===== config.mk =====
export PLATFORM = sky130hd
export DESIGN_NAME = rsa_strobe_regs
export DESIGN_NICKNAME = d
export VERILOG_FILES = /design/src/design/rsa_pkg.sv /design/src/design/rsa_strobe_regs.sv /design/src/design/rsa_gap_timer.sv
export SDC_FILE = /design/constraint.sdc
export NUM_CORES = 1
export LEC_CHECK = 0
export ABC_AREA = 1
export BUFFER_PORTS_ARGS = -buffer_cell sky130_fd_sc_hd__buf_2
export CORE_MARGIN = 5
export CORE_UTILIZATION = 54
export DETAILED_ROUTE_END_ITERATION = 16
export HOLD_SLACK_MARGIN = 0.03
export PLACE_DENSITY = 0.77
export SKIP_LAST_GASP = 1
export SLEW_MARGIN = 25
export SYNTH_ARGS = -nofsm -noshare
export SYNTH_HDL_FRONTEND = slang
export SYNTH_HIERARCHICAL = 1
export SYNTH_SLANG_ARGS = --single-unit

===== constraint.sdc =====
create_clock -name clk_i -period 2.7 [get_ports clk_i]
set_input_delay 0.135 -clock clk_i [delete_from_list [all_inputs] [get_ports clk_i]]
set_output_delay 0.135 -clock clk_i [all_outputs]
set_load 0.005 [all_outputs]

===== src/design/rsa_pkg.sv =====
// Purpose: Shared constants for the rail strobe assignment block
// Assumes: Register subaddresses reached over an internal register port
// Notes: Times in microseconds, counts derived from a 200 MHz clock
`default_nettype none
package rsa_pkg;
	localparam logic [7:0] ADDR_BB4_BUCK3 = 8'h23;
	localparam logic [7:0] ADDR_BACKUP_PAIR = 8'h24;
	localparam logic [7:0] ADDR_SWITCH_LDO = 8'h25;
	localparam logic [7:0] RST_BB4_BUCK3 = 8'h84;
	localparam logic [7:0] RST_BACKUP_PAIR = 8'h10;
	localparam logic [7:0] RST_SWITCH_LDO = 8'h88;
	localparam logic [7:0] MASK_BACKUP_PAIR = 8'h33;
	localparam int HI_NIB_POS = 4;
	localparam int LO_NIB_POS = 0;
	localparam logic [3:0] SLOT_MIN = 4'h3;
	localparam logic [3:0] SLOT_MAX = 4'hA;
	localparam logic [3:0] STROBE_LAST = 4'hA;
	localparam int NUM_RAILS = 6;
	localparam int RAIL_BUCK3 = 0;
	localparam int RAIL_BB4 = 1;
	localparam int RAIL_BACKUP5 = 2;
	localparam int RAIL_BACKUP6 = 3;
	localparam int RAIL_LDO = 4;
	localparam int RAIL_LOAD_SW = 5;
	localparam int CLK_MHZ = 200;
	localparam int GAP_SHORT_US = 2000;
	localparam int GAP_LONG_US = 5000;
	localparam int PD_FACTOR = 10;
	localparam int GAP_SHORT_CYC = GAP_SHORT_US * CLK_MHZ;
	localparam int GAP_LONG_CYC = GAP_LONG_US * CLK_MHZ;
	typedef enum logic [1:0] {
		SEQ_IDLE = 2'b00,
		SEQ_STROBE = 2'b01,
		SEQ_WAIT = 2'b10
	} rsa_seq_t;
endpackage : rsa_pkg
`default_nettype wire


===== src/design/rsa_strobe_regs.sv =====
// Purpose: Rail strobe assignment registers and strobe sequencer
// Assumes: Register port from the serial host slave, lock state from elsewhere
// Notes: Gap delay bits and the power-down factor are plain inputs
// Operation
// - Register 0x23 holds buck-boost 4 slot in bits 7-4 and buck 3 slot in 3-0, reset 0x84.
// - Register 0x24 holds backup 6 slot in 5-4 and backup 5 slot in 1-0, others read zero, reset 0x10.
// - Register 0x25 holds load switch slot in 7-4 and LDO slot in 3-0, reset 0x88.
// - Nibble codes 3h to Ah enable the rail at strobes 3 to 10.
// - Nibble codes 0h to 2h and Bh to Fh leave the rail unsequenced.
// - Backup codes 1h and 2h pick strobes 1 and 2, codes 0h and 3h leave it unsequenced.
// - Strobes 1 and 2 run only while the sealing flag is zero.
// - With the seal broken the backup converters are never disabled.
// - Writes are accepted only while the registers are unlocked.
// - Each gap is 2 ms or 5 ms by its own select bit.
// - The power-down factor multiplies gaps by ten in power-down only.
`timescale 1ns/10ps
`default_nettype none
module rsa_strobe_regs #(
	parameter int GAP_SHORT = rsa_pkg::GAP_SHORT_CYC,
	parameter int GAP_LONG = rsa_pkg::GAP_LONG_CYC
) (
	input wire logic clk_i,
	input wire logic rst_i,
	input wire logic [7:0] reg_addr_i,
	input wire logic [7:0] reg_wdata_i,
	input wire logic reg_wr_i,
	output logic [7:0] reg_rdata_o,
	input wire logic unlocked_i,
	input wire logic sealing_flag_i,
	input wire logic [8:0] gap_sel_i,
	input wire logic powerdown_delay_factor_i,
	input wire logic power_up_i,
	input wire logic power_down_i,
	output logic [5:0] rail_en_o,
	output logic [3:0] strobe_o,
	output logic busy_o
);
	typedef struct packed {
		logic [7:0] r23;
		logic [7:0] r24;
		logic [7:0] r25;
		rsa_pkg::rsa_seq_t st;
		logic dir_up;
		logic [3:0] strobe;
		logic [5:0] rail_en;
		logic [7:0] rdata;
	} rsa_state_t;
	rsa_state_t s_reg, s_next;
	logic tmr_start;
	logic [31:0] tmr_count;
	logic tmr_done;
	logic seal_meta, seal_sync;
	// Slot to strobe number, zero means unsequenced
	function automatic logic [3:0] nib_strobe(input logic [3:0] code);
		if (code >= rsa_pkg::SLOT_MIN && code <= rsa_pkg::SLOT_MAX) begin
			return code;
		end
		return 4'h0;
	endfunction : nib_strobe
	function automatic logic [3:0] pair_strobe(input logic [1:0] code);
		if (code == 2'h1 || code == 2'h2) begin
			return {2'b00, code};
		end
		return 4'h0;
	endfunction : pair_strobe
	logic [3:0] rail_slot [rsa_pkg::NUM_RAILS];
	always_comb begin
		rail_slot[rsa_pkg::RAIL_BUCK3] = nib_strobe(s_reg.r23[3:0]);
		rail_slot[rsa_pkg::RAIL_BB4] = nib_strobe(s_reg.r23[7:4]);
		rail_slot[rsa_pkg::RAIL_BACKUP5] = pair_strobe(s_reg.r24[1:0]);
		rail_slot[rsa_pkg::RAIL_BACKUP6] = pair_strobe(s_reg.r24[5:4]);
		rail_slot[rsa_pkg::RAIL_LDO] = nib_strobe(s_reg.r25[3:0]);
		rail_slot[rsa_pkg::RAIL_LOAD_SW] = nib_strobe(s_reg.r25[7:4]);
	end
	////////////////////////////////////////////////////////////////////////////////
	// Seal flag arrives from the backup domain
	always_ff @(posedge clk_i) begin
		if (rst_i) begin
			seal_meta <= 1'b0;
			seal_sync <= 1'b0;
		end else begin
			seal_meta <= sealing_flag_i;
			seal_sync <= seal_meta;
		end
	end
	////////////////////////////////////////////////////////////////////////////////
	// Gap length for the gap after the current strobe
	logic [3:0] gap_idx;
	logic gap_bit;
	logic [31:0] gap_base;
	always_comb begin
		gap_idx = s_reg.dir_up ? s_reg.strobe : s_reg.strobe - 4'h1;
		gap_bit = (gap_idx >= 4'h1 && gap_idx <= 4'h9) ? gap_sel_i[gap_idx - 4'h1] : 1'b0;
		gap_base = gap_bit ? 32'(GAP_LONG) : 32'(GAP_SHORT);
		if (!s_reg.dir_up && powerdown_delay_factor_i) begin
			tmr_count = 32'(gap_base * rsa_pkg::PD_FACTOR);
		end else begin
			tmr_count = gap_base;
		end
	end
	rsa_gap_timer #(.CW(32)) u_gap (
		.clk_i(clk_i),
		.rst_i(rst_i),
		.start_i(tmr_start),
		.count_i(tmr_count),
		.done_o(tmr_done)
	);
	////////////////////////////////////////////////////////////////////////////////
	logic skip_strobe;
	always_comb begin
		s_next = s_reg;
		tmr_start = 1'b0;
		skip_strobe = seal_sync && (s_reg.strobe <= 4'h2);
		if (reg_wr_i && unlocked_i) begin
			if (reg_addr_i == rsa_pkg::ADDR_BB4_BUCK3) begin
				s_next.r23 = reg_wdata_i;
			end else if (reg_addr_i == rsa_pkg::ADDR_BACKUP_PAIR) begin
				s_next.r24 = reg_wdata_i & rsa_pkg::MASK_BACKUP_PAIR;
			end else if (reg_addr_i == rsa_pkg::ADDR_SWITCH_LDO) begin
				s_next.r25 = reg_wdata_i;
			end
		end
		if (reg_addr_i == rsa_pkg::ADDR_BB4_BUCK3) begin
			s_next.rdata = s_reg.r23;
		end else if (reg_addr_i == rsa_pkg::ADDR_BACKUP_PAIR) begin
			s_next.rdata = s_reg.r24;
		end else if (reg_addr_i == rsa_pkg::ADDR_SWITCH_LDO) begin
			s_next.rdata = s_reg.r25;
		end else begin
			s_next.rdata = 8'h00;
		end
		case (s_reg.st)
			rsa_pkg::SEQ_IDLE: begin
				if (power_up_i) begin
					s_next.dir_up = 1'b1;
					s_next.strobe = 4'h1;
					s_next.st = rsa_pkg::SEQ_STROBE;
				end else if (power_down_i) begin
					s_next.dir_up = 1'b0;
					s_next.strobe = rsa_pkg::STROBE_LAST;
					s_next.st = rsa_pkg::SEQ_STROBE;
				end
			end
			rsa_pkg::SEQ_STROBE: begin
				if (!skip_strobe) begin
					for (int i = 0; i < rsa_pkg::NUM_RAILS; i++) begin
						if (rail_slot[i] == s_reg.strobe) begin
							if (s_reg.dir_up) begin
								s_next.rail_en[i] = 1'b1;
							end else if (!(seal_sync && (i == rsa_pkg::RAIL_BACKUP5 ||
									i == rsa_pkg::RAIL_BACKUP6))) begin
								s_next.rail_en[i] = 1'b0;
							end
						end
					end
				end
				if ((s_reg.dir_up && s_reg.strobe == rsa_pkg::STROBE_LAST) ||
						(!s_reg.dir_up && s_reg.strobe == 4'h1)) begin
					s_next.st = rsa_pkg::SEQ_IDLE;
					s_next.strobe = 4'h0;
				end else begin
					tmr_start = 1'b1;
					s_next.st = rsa_pkg::SEQ_WAIT;
				end
			end
			rsa_pkg::SEQ_WAIT: begin
				if (tmr_done) begin
					s_next.strobe = s_reg.dir_up ? s_reg.strobe + 4'h1 : s_reg.strobe - 4'h1;
					s_next.st = rsa_pkg::SEQ_STROBE;
				end
			end
			default: begin
				s_next.st = rsa_pkg::SEQ_IDLE;
			end
		endcase
	end
	always_ff @(posedge clk_i) begin
		if (rst_i) begin
			s_reg <= '0;
			s_reg.r23 <= rsa_pkg::RST_BB4_BUCK3;
			s_reg.r24 <= rsa_pkg::RST_BACKUP_PAIR;
			s_reg.r25 <= rsa_pkg::RST_SWITCH_LDO;
		end else begin
			s_reg <= s_next;
		end
	end
	assign reg_rdata_o = s_reg.rdata;
	assign rail_en_o = s_reg.rail_en;
	assign strobe_o = s_reg.strobe;
	assign busy_o = (s_reg.st != rsa_pkg::SEQ_IDLE);
	////////////////////////////////////////////////////////////////////////////////
	AST_LOCKED_WRITE: assert property (@(posedge clk_i) disable iff (rst_i)
		(reg_wr_i && !unlocked_i) |=> $stable({s_reg.r23, s_reg.r24, s_reg.r25}))
		else $error("locked write changed a register");
	AST_RESERVED_ZERO: assert property (@(posedge clk_i) disable iff (rst_i)
		(s_reg.r24 & ~rsa_pkg::MASK_BACKUP_PAIR) == 8'h00)
		else $error("reserved bits not zero");
	AST_WRITE_TAKES: assert property (@(posedge clk_i) disable iff (rst_i)
		(reg_wr_i && unlocked_i && reg_addr_i == rsa_pkg::ADDR_BB4_BUCK3)
		|=> s_reg.r23 == $past(reg_wdata_i))
		else $error("write to 0x23 lost");
	AST_READ_BACK: assert property (@(posedge clk_i) disable iff (rst_i)
		(!reg_wr_i && reg_addr_i == rsa_pkg::ADDR_SWITCH_LDO) |=> reg_rdata_o == $past(s_reg.r25))
		else $error("read of 0x25 wrong");
	AST_UP_ORDER: assert property (@(posedge clk_i) disable iff (rst_i)
		(s_reg.st == rsa_pkg::SEQ_WAIT && tmr_done && s_reg.dir_up)
		|=> strobe_o == $past(strobe_o) + 4'h1)
		else $error("strobe did not step up");
	AST_DOWN_ORDER: assert property (@(posedge clk_i) disable iff (rst_i)
		(s_reg.st == rsa_pkg::SEQ_WAIT && tmr_done && !s_reg.dir_up)
		|=> strobe_o == $past(strobe_o) - 4'h1)
		else $error("strobe did not step down");
	AST_BACKUP_KEPT: assert property (@(posedge clk_i) disable iff (rst_i)
		(seal_sync && $past(seal_sync) && !s_reg.dir_up && $past(rail_en_o[2]))
		|-> rail_en_o[2])
		else $error("backup 5 disabled after seal broken");
	AST_SEAL_SKIP: assert property (@(posedge clk_i) disable iff (rst_i)
		(s_reg.st == rsa_pkg::SEQ_STROBE && s_reg.dir_up && seal_sync && s_reg.strobe <= 4'h2)
		|=> $stable(rail_en_o))
		else $error("strobe 1 or 2 ran with seal broken");
	AST_NO_LOW_SLOT: assert property (@(posedge clk_i) disable iff (rst_i)
		(s_reg.r23[3:0] < rsa_pkg::SLOT_MIN || s_reg.r23[3:0] > rsa_pkg::SLOT_MAX)
		|-> rail_slot[rsa_pkg::RAIL_BUCK3] == 4'h0)
		else $error("unsequenced code mapped to strobe");
	COV_POWER_UP: cover property (@(posedge clk_i) s_reg.st == rsa_pkg::SEQ_IDLE && power_up_i);
	COV_POWER_DOWN: cover property (@(posedge clk_i) s_reg.st == rsa_pkg::SEQ_IDLE && power_down_i);
	COV_LOCKED: cover property (@(posedge clk_i) reg_wr_i && !unlocked_i);
endmodule : rsa_strobe_regs
`default_nettype wire


===== src/design/rsa_gap_timer.sv =====
// Purpose: Inter-strobe gap timer
// Assumes: One clock, synchronous reset
// Notes: Start pulse loads the count, done pulses once at expiry
`timescale 1ns/10ps
`default_nettype none
module rsa_gap_timer #(
	parameter int CW = 32
) (
	input wire logic clk_i,
	input wire logic rst_i,
	input wire logic start_i,
	input wire logic [CW-1:0] count_i,
	output logic done_o
);
	typedef struct packed {
		logic [CW-1:0] cnt;
		logic run;
		logic done;
	} rsa_tmr_t;
	rsa_tmr_t s_reg, s_next;
	always_comb begin
		s_next = s_reg;
		s_next.done = 1'b0;
		if (start_i) begin
			s_next.cnt = count_i;
			s_next.run = 1'b1;
		end else if (s_reg.run) begin
			if (s_reg.cnt <= CW'(1)) begin
				s_next.run = 1'b0;
				s_next.done = 1'b1;
			end else begin
				s_next.cnt = s_reg.cnt - CW'(1);
			end
		end
	end
	always_ff @(posedge clk_i) begin
		if (rst_i) begin
			s_reg <= '0;
		end else begin
			s_reg <= s_next;
		end
	end
	assign done_o = s_reg.done;
endmodule : rsa_gap_timer
`default_nettype wire


==> results.sh, run 1 <==
export IMPL_status="complete, no violations"
export IMPL_critPathKind="reg2reg"
export IMPL_reg2reg_to="u_gap/s_reg[14]"
export IMPL_antenna_found_initial=0
export IMPL_synth_top_area_share_pct=28.8
export IMPL_start_util_pct=54.9
export IMPL_wl_met3_um=885
export IMPL_wl_met2_um=6230
export IMPL_combPwrFrac_pct=65.2
export IMPL_clock_tree_buffer_depth=2
export IMPL_setup_violations=0
export IMPL_ir_worst_vdd_v=0.000746
export IMPL_highest_layer="met4"
export IMPL_slew_headroom_pct=49.6
export IMPL_worst_pin_slew_ns=0.755
export IMPL_fmax_mhz=402
export IMPL_area_delta_synth_final_pct=11.8
export IMPL_hold_class="in2reg"
export IMPL_syn_cell_area_um2=5340
export IMPL_hold_viol=0
export IMPL_gp_congestion=0.929
export IMPL_die_h_um=109
export IMPL_grt_max_degree=35
export IMPL_yosys_top_cells_area="dfxtp_1 29%, nand2_1 20%, nand3_1 11%"
export IMPL_first_iter_violations=323
export IMPL_wire_per_inst_um=12.3
export IMPL_ys_ff_latch=77
export IMPL_ant_nets=0
export IMPL_rows=36
export IMPL_synth_edf_count=0
export IMPL_power_mw=7.51
export IMPL_grt_overflow_total=0
export IMPL_cp_slowest_stage_delay_ns=0.33
export IMPL_cts_sinks=77
export IMPL_cp_start_kind="register"
export IMPL_ios=52
export IMPL_cpMostUsedCell="nand2_1"
export IMPL_holdWs_ns=0.0548
export IMPL_clock_latency_ns=0.36
export IMPL_hold_depth=3
export IMPL_layout_cells_non_filler=1078
export IMPL_whs_endpoint="s_reg[22]"
export IMPL_p_clk_share_pct=12.3
export IMPL_synth_seq_area_share_pct=28.8
export IMPL_postSynthCellCount=886
export IMPL_firstDrtPassIters=5
export IMPL_ys_types=41
export IMPL_dieArea_um2=12000
export IMPL_routed_via_density=5.13
export IMPL_p_leak_nw=3.07
export IMPL_final_cell_area_um2=5980
export IMPL_die_w_um=109
export IMPL_power_frac_seq_pct=22.5
export IMPL_cts_root_buf="clkbuf_8"
export IMPL_drive_gt1_share_pct=12.5
export IMPL_nNetsFinal=993
export IMPL_num_vias=5529
export IMPL_cts_buffers=9
export IMPL_fin_skew_ns=0.00815
export IMPL_wl_met1_um=5980
export IMPL_grt_pass1_vias=4888
export IMPL_clk_pin_slew_ns=0.09
export IMPL_ys_async_sr_fraction_pct=0
export IMPL_htreeDepth=3
export IMPL_grt_pass1_wl_um=22400
export IMPL_diodes=0
export IMPL_drcViolationCount=0
export IMPL_dp_hpwl_um=9770
export IMPL_arrival_ns=2.78
export IMPL_synth_top_area_cell="dfxtp_1"
export IMPL_maxCapViolations=0
export IMPL_slew_viol_final=0
export IMPL_cts_tree="yes"
export IMPL_rsz0062_at_grt="false"
export IMPL_finalCritPeriodShare_pct=92.2
export IMPL_crit_chain="inv_1 > ha_1 > nand2_1 > o21ai_2 > ha_4 > inv_2 > a21oi_1 > a22o_1 > nand2_1 > nand2_1 > nand2_1 > nand3_4 > ha_4 > inv_1 > nand2_1 > nand2_1 > nand2_1 > a21oi_2"
export IMPL_track_usage_pct=23.1
export IMPL_reg2reg_setup_slack_ns=0.21
export IMPL_timing_rr_start="strobe_o[0]"
export IMPL_hp_start="reg_wdata_i[1]"
export IMPL_path_max_fanout=4
export IMPL_post_place_ws_ns=-0.0464
export IMPL_coreArea_um2=9730
export IMPL_required_ns=2.99
export IMPL_synth_yosys_warnings=6
export IMPL_dpl_instance_area_um2=5660
export IMPL_largest_register_ff_count=33
export IMPL_dp_cells=1056
export IMPL_synth_main_ff_cell="dfxtp_1"
export IMPL_fin_crit_ns=2.49
export IMPL_swShare_pct=53.1
export IMPL_intPower_mw=3.53
export IMPL_power_density_nw_per_um2=1260
export IMPL_rr_worst_depth=18
export IMPL_end_kind="register"
export IMPL_syn_mean_instance_area_um2=6.03
export IMPL_wirelength_um=13300
export IMPL_finalWorstSetupSlack_ns=0.210
export IMPL_p_switching_mw=3.99
export IMPL_cp_slowest_cell="dfxtp_2"
export IMPL_place_port_buffers=51
==> worst max path at each step <==
| stage | slack, ns | startpoint | end | cells past startpoint |
|---|---|---|---|---|
| floorplan | 0.003 | strobe_o[0] | u_gap/s_reg[9] | 19 |
| global placement | 0.04 | strobe_o[0] | u_gap/s_reg[14] | 18 |
| detailed placement | -0.05 | strobe_o[0] | u_gap/s_reg[14] | 18 |
| CTS | 0.02 | strobe_o[0] | u_gap/s_reg[14] | 18 |
| global route | 0.002 | strobe_o[0] | u_gap/s_reg[14] | 18 |
| finish | 0.21 | strobe_o[0] | u_gap/s_reg[14] | 18 |
==> cell type report <==
cell class | instances | area (um^2)
sequential | 77 | 1540
tap | 133 | 166
multi-input combinational | 683 | 3270
clock buffer | 9 | 124
inverter | 96 | 362
clock inverter | 7 | 82.6
fill | 980 | 3750
timing repair buffer | 73 | 433
==> power by group through the flow <==
stage          Clock, mW  Sequential (mW)  Combinational, mW
6_report           0.925             1.69               4.90
5_1_grt            0.996             1.73               5.65
4_1_cts            0.948             1.68               4.66
3_5_place_dp           0             1.71               4.62
3_3_place_gp           0             1.71               4.58
2_1_floorplan          0             1.64               3.73
==> per-stage QoR <==
stage | util (%) | setup TNS [ns]
2_1_floorplan | - | 0
3_5_place_dp | 58.2 | -0.0725
4_1_cts | 60.9 | 0
3_3_place_gp | 58.2 | 0
5_1_grt | 61.4 | 0
6_report | 61.4 | 0
==> what timing repair did <==
action / CTS / global route
gates resized for setup: 1 / 8
hold buffers: 5 / 0
endpoints found under the setup margin: 2 / 10
buffers inserted: 0 / 1
endpoints found under the hold margin: 6 / 0
pin swaps: 0 / 2
==> worst max-delay path, delay by kind of cell (launching register included) <==
kind	cells	cell delay (ns)
buf+inv	3	0.19
compound gates	4	0.50
flops	1	0.33
simple gates	8	0.60
fa+ha+maj	3	0.79
==> cell usage after synthesis (2+ instances only) <==
master    number
o21ai_1        4
inv_2          6
nor2_2         4
o21ai_2        2
nand3b_1       4
ha_1          20
or2_1          2
buf_1          5
o21ai_0       37
buf_4         20
o211ai_1       2
buf_2          7
nand2_1      282
inv_1         87
a211oi_1       2
clkinv_1       2
dfxtp_1       77
a21oi_2        3
nand3_2        2
buf_6          4
nand4_1        7
nor2_1        96
clkbuf_1       9
a31oi_1        2
nand2_2        2
nor3_1         6
o21bai_1       2
nand3_1      122
a21oi_1       52
xor2_1         5
==> routing by layer <==
layer | global-route usage, % | up-vias
met1 | 30.1 | 2419
met5 | 0 | -
li1 | - | 2917
met3 | 3.82 | 18
met4 | 5.43 | 0
met2 | 40.0 | 175
==> cells in the final DEF (no fill, tap or decap), drive strengths merged <==
| cell | instances |
|---|---|
| a211oi | 2 |
| a21o | 1 |
| a21oi | 55 |
| a221oi | 1 |
| a22o | 1 |
| a31oi | 2 |
| buf | 68 |
| bufinv | 1 |
| clkbuf | 9 |
| clkinv | 4 |
| clkinvlp | 2 |
| conb | 16 |
| dfxtp | 77 |
| dlygate4sd3 | 5 |
| ha | 20 |
| inv | 96 |
| nand2 | 285 |
| nand3 | 124 |
| nand3b | 4 |
| nand4 | 7 |
| nor2 | 101 |
| nor3 | 6 |
| nor3b | 1 |
| nor4 | 2 |
| o211ai | 2 |
| o21ai | 43 |
| o21bai | 2 |
| o31ai | 1 |
| or2 | 2 |
| xor2 | 5 |
==> kinds of logic (layout without fill, tap and decap cells) <==
kind of cell / count (synthesis) / count (layout) / share of synthesized area (%)
adder cells (fa/ha/maj): 20 / 20 / 4.68
buffers and inverters: 141 / 185 / 12.1
other: 1 / 16 / 0.0702
XOR/XNOR: 5 / 5 / 0.819
AND/OR/NAND/NOR: 532 / 532 / 42.3
AO/OA/AOI/OAI: 110 / 110 / 11.2
flip-flops: 77 / 77 / 28.8
Power figures use the tool's default switching activity.
==> inputs of run 2 (changes only) <==
--- a/config.mk
+++ b/config.mk
@@ -12,6 +12,7 @@
 export DETAILED_ROUTE_END_ITERATION = 16
 export HOLD_SLACK_MARGIN = 0.03
 export PLACE_DENSITY = 0.77
+export RECOVER_POWER = 25
 export SKIP_LAST_GASP = 1
 export SLEW_MARGIN = 25
 export SYNTH_ARGS = -nofsm -noshare
==> run 2 against run 1 <==
  * The run now ends with capacitance limit, slew limit left
  * Clock skew up 0.00099 ns
  * Maximum frequency up 0.41%
  * Via count down 0.85%
  * Die area unchanged
  * Wire length about the same
  * Clock power about the same
  * Worst setup slack better by 0.010 ns
  * Non-clock buffer count unchanged
  * Hold slack about the same
  * Sequential power about the same
  * Critical endpoint unchanged
==> results.sh, run 2 (synthesized netlist as in run 1, its figures left out) <==
export IMPL_grt_overflow_total=0
export IMPL_reg2reg_setup_slack_ns=0.22
export IMPL_mostFrequentLayoutCells="282 x nand2_1, 121 x nand3_1, 96 x nor2_1"
export IMPL_dp_hpwl_um=9770
export IMPL_p_leak_nw=3.03
export IMPL_required_ns=2.99
export IMPL_crit_chain="inv_1 > ha_1 > nand2_1 > o21ai_2 > ha_4 > inv_2 > a21oi_1 > a22o_1 > nand2_1 > nand2_1 > nand2_1 > nand3_4 > ha_4 > inv_1 > nand2_1 > nand2_1 > nand2_1 > a21oi_2"
export IMPL_cpMostUsedCell="nand2_1"
export IMPL_cts_root_buf="clkbuf_8"
export IMPL_setup_violations=0
export IMPL_track_usage_pct=23.1
export IMPL_fin_skew_ns=0.00914
export IMPL_fmax_mhz=403
export IMPL_violations="capacitance limit, slew limit"
export IMPL_wirelength_um=13300
export IMPL_first_iter_violations=375
export IMPL_firstDrtPassIters=5
export IMPL_die_h_um=109
export IMPL_dieArea_um2=12000
export IMPL_hold_class="in2reg"
export IMPL_clk_pin_slew_ns=0.09
export IMPL_cp_start_kind="register"
export IMPL_start_util_pct=54.9
export IMPL_maxCapViolations=1
export IMPL_rr_worst_depth=18
export IMPL_ir_worst_vdd_v=0.000747
export IMPL_coreArea_um2=9730
export IMPL_arrival_ns=2.77
export IMPL_hp_start="reg_wdata_i[6]"
export IMPL_power_density_nw_per_um2=1260
export IMPL_ant_nets=0
export IMPL_drcViolationCount=0
export IMPL_rsz0062_at_grt="false"
export IMPL_rows=36
export IMPL_clock_latency_ns=0.36
export IMPL_power_mw=7.50
export IMPL_holdWs_ns=0.0550
export IMPL_grt_pass1_vias=4888
export IMPL_cts_sinks=77
export IMPL_nNetsFinal=993
export IMPL_timing_rr_start="strobe_o[0]"
export IMPL_htreeDepth=3
export IMPL_wire_per_inst_um=12.3
export IMPL_antenna_found_initial=0
export IMPL_cp_slowest_stage_delay_ns=0.33
export IMPL_place_port_buffers=51
export IMPL_whs_endpoint="s_reg[43]"
export IMPL_largest_register_ff_count=33
export IMPL_mostFrequentLayoutCell="nand2_1"
export IMPL_dpl_instance_area_um2=5660
export IMPL_drive_gt1_share_pct=11.5
export IMPL_critPathKind="reg2reg"
export IMPL_path_max_fanout=4
export IMPL_reg2reg_to="u_gap/s_reg[14]"
export IMPL_hold_viol=0
export IMPL_cts_buffers=9
export IMPL_die_w_um=109
export IMPL_clock_tree_buffer_depth=2
export IMPL_final_cell_area_um2=5950
export IMPL_ios=52
export IMPL_status="finished with violations"
export IMPL_slew_viol_final=10
export IMPL_hold_depth=3
export IMPL_grt_max_degree=35
export IMPL_nFillCells=988
export IMPL_gp_congestion=0.929
export IMPL_end_kind="register"
export IMPL_grt_pass1_wl_um=22400
export IMPL_cts_tree="yes"
export IMPL_finalCritPeriodShare_pct=91.9
export IMPL_worst_pin_slew_ns=1.53
export IMPL_tns_ns=0
export IMPL_slew_headroom_pct=-2.91
export IMPL_cp_slowest_cell="dfxtp_2"
export IMPL_diodes=0
export IMPL_routed_via_density=5.09
export IMPL_fin_crit_ns=2.48
export IMPL_area_delta_synth_final_pct=11.4
export IMPL_num_vias=5482
run 2: changes by cell type in the layout (fill, tap and decap cells not counted):
cell	change
buf_2	-8
clkbuf_1	+8
nor4_1	+1
nor4_4	-1
run 2: critical path: cells and delay by family (launching register included):
kind	cells	cell delay, ns
DFF	1	0.33
AOI/OAI and AO/OA	4	0.50
and+or+nand+nor	8	0.59
adders and majority gates	3	0.79
buffers and inverters	3	0.18
run 2: where the power goes:
group,total [mW],switching (mW),internal (mW)
Combinational,4.89,3.20,1.68
Sequential,1.69,0.296,1.40
Clock,0.923,0.482,0.442
Total,7.50,3.98,3.52
run 2: worst max-delay path by stage:
stage | to | slack [ns] | startpoint | depth (start not counted)
floorplan | u_gap/s_reg[9] | 0.003 | strobe_o[0] | 19
global placement | u_gap/s_reg[14] | 0.04 | strobe_o[0] | 18
detailed placement | u_gap/s_reg[14] | -0.05 | strobe_o[0] | 18
CTS | u_gap/s_reg[14] | 0.02 | strobe_o[0] | 18
global route | u_gap/s_reg[14] | 0.002 | strobe_o[0] | 18
finish | u_gap/s_reg[14] | 0.22 | strobe_o[0] | 18
run 2: final cells by class:
type	instances	area [um^2]	share of cell area (%)
flip-flops and latches	77	1540	25.9
well taps	133	166	2.80
multi-input cells	683	3250	54.6
clock inverters	7	82.6	1.39
repair buffers	73	423	7.11
clock buffers	9	124	2.08
inverters	96	362	6.08
run 2: what timing repair did:
action                                  CTS  global route
hold buffers                              5             0
endpoints found under the setup margin    2            10
pin swaps                                 0             2
buffers inserted                          0             1
gates resized for setup                   1             8
hold endpoints to repair                  6             0
run 2: stage by stage:
step	cells	utilization [%]	worst slack (ns)
floorplan	901	-	0.00287
global placement	1056	58.2	0.0423
detailed placement	1056	58.2	-0.0464
CTS	1077	60.9	0.0244
global route	1078	61.2	0.00238
finish	1078	61.2	0.220
run 2: per-layer routing:
metal	GRT usage [%]	wire (um)	vias up
met5	0	0	-
met4	5.43	167	0
met3	3.82	773	15
met2	40.0	6230	138
met1	30.1	6100	2417
li1	-	-	2912
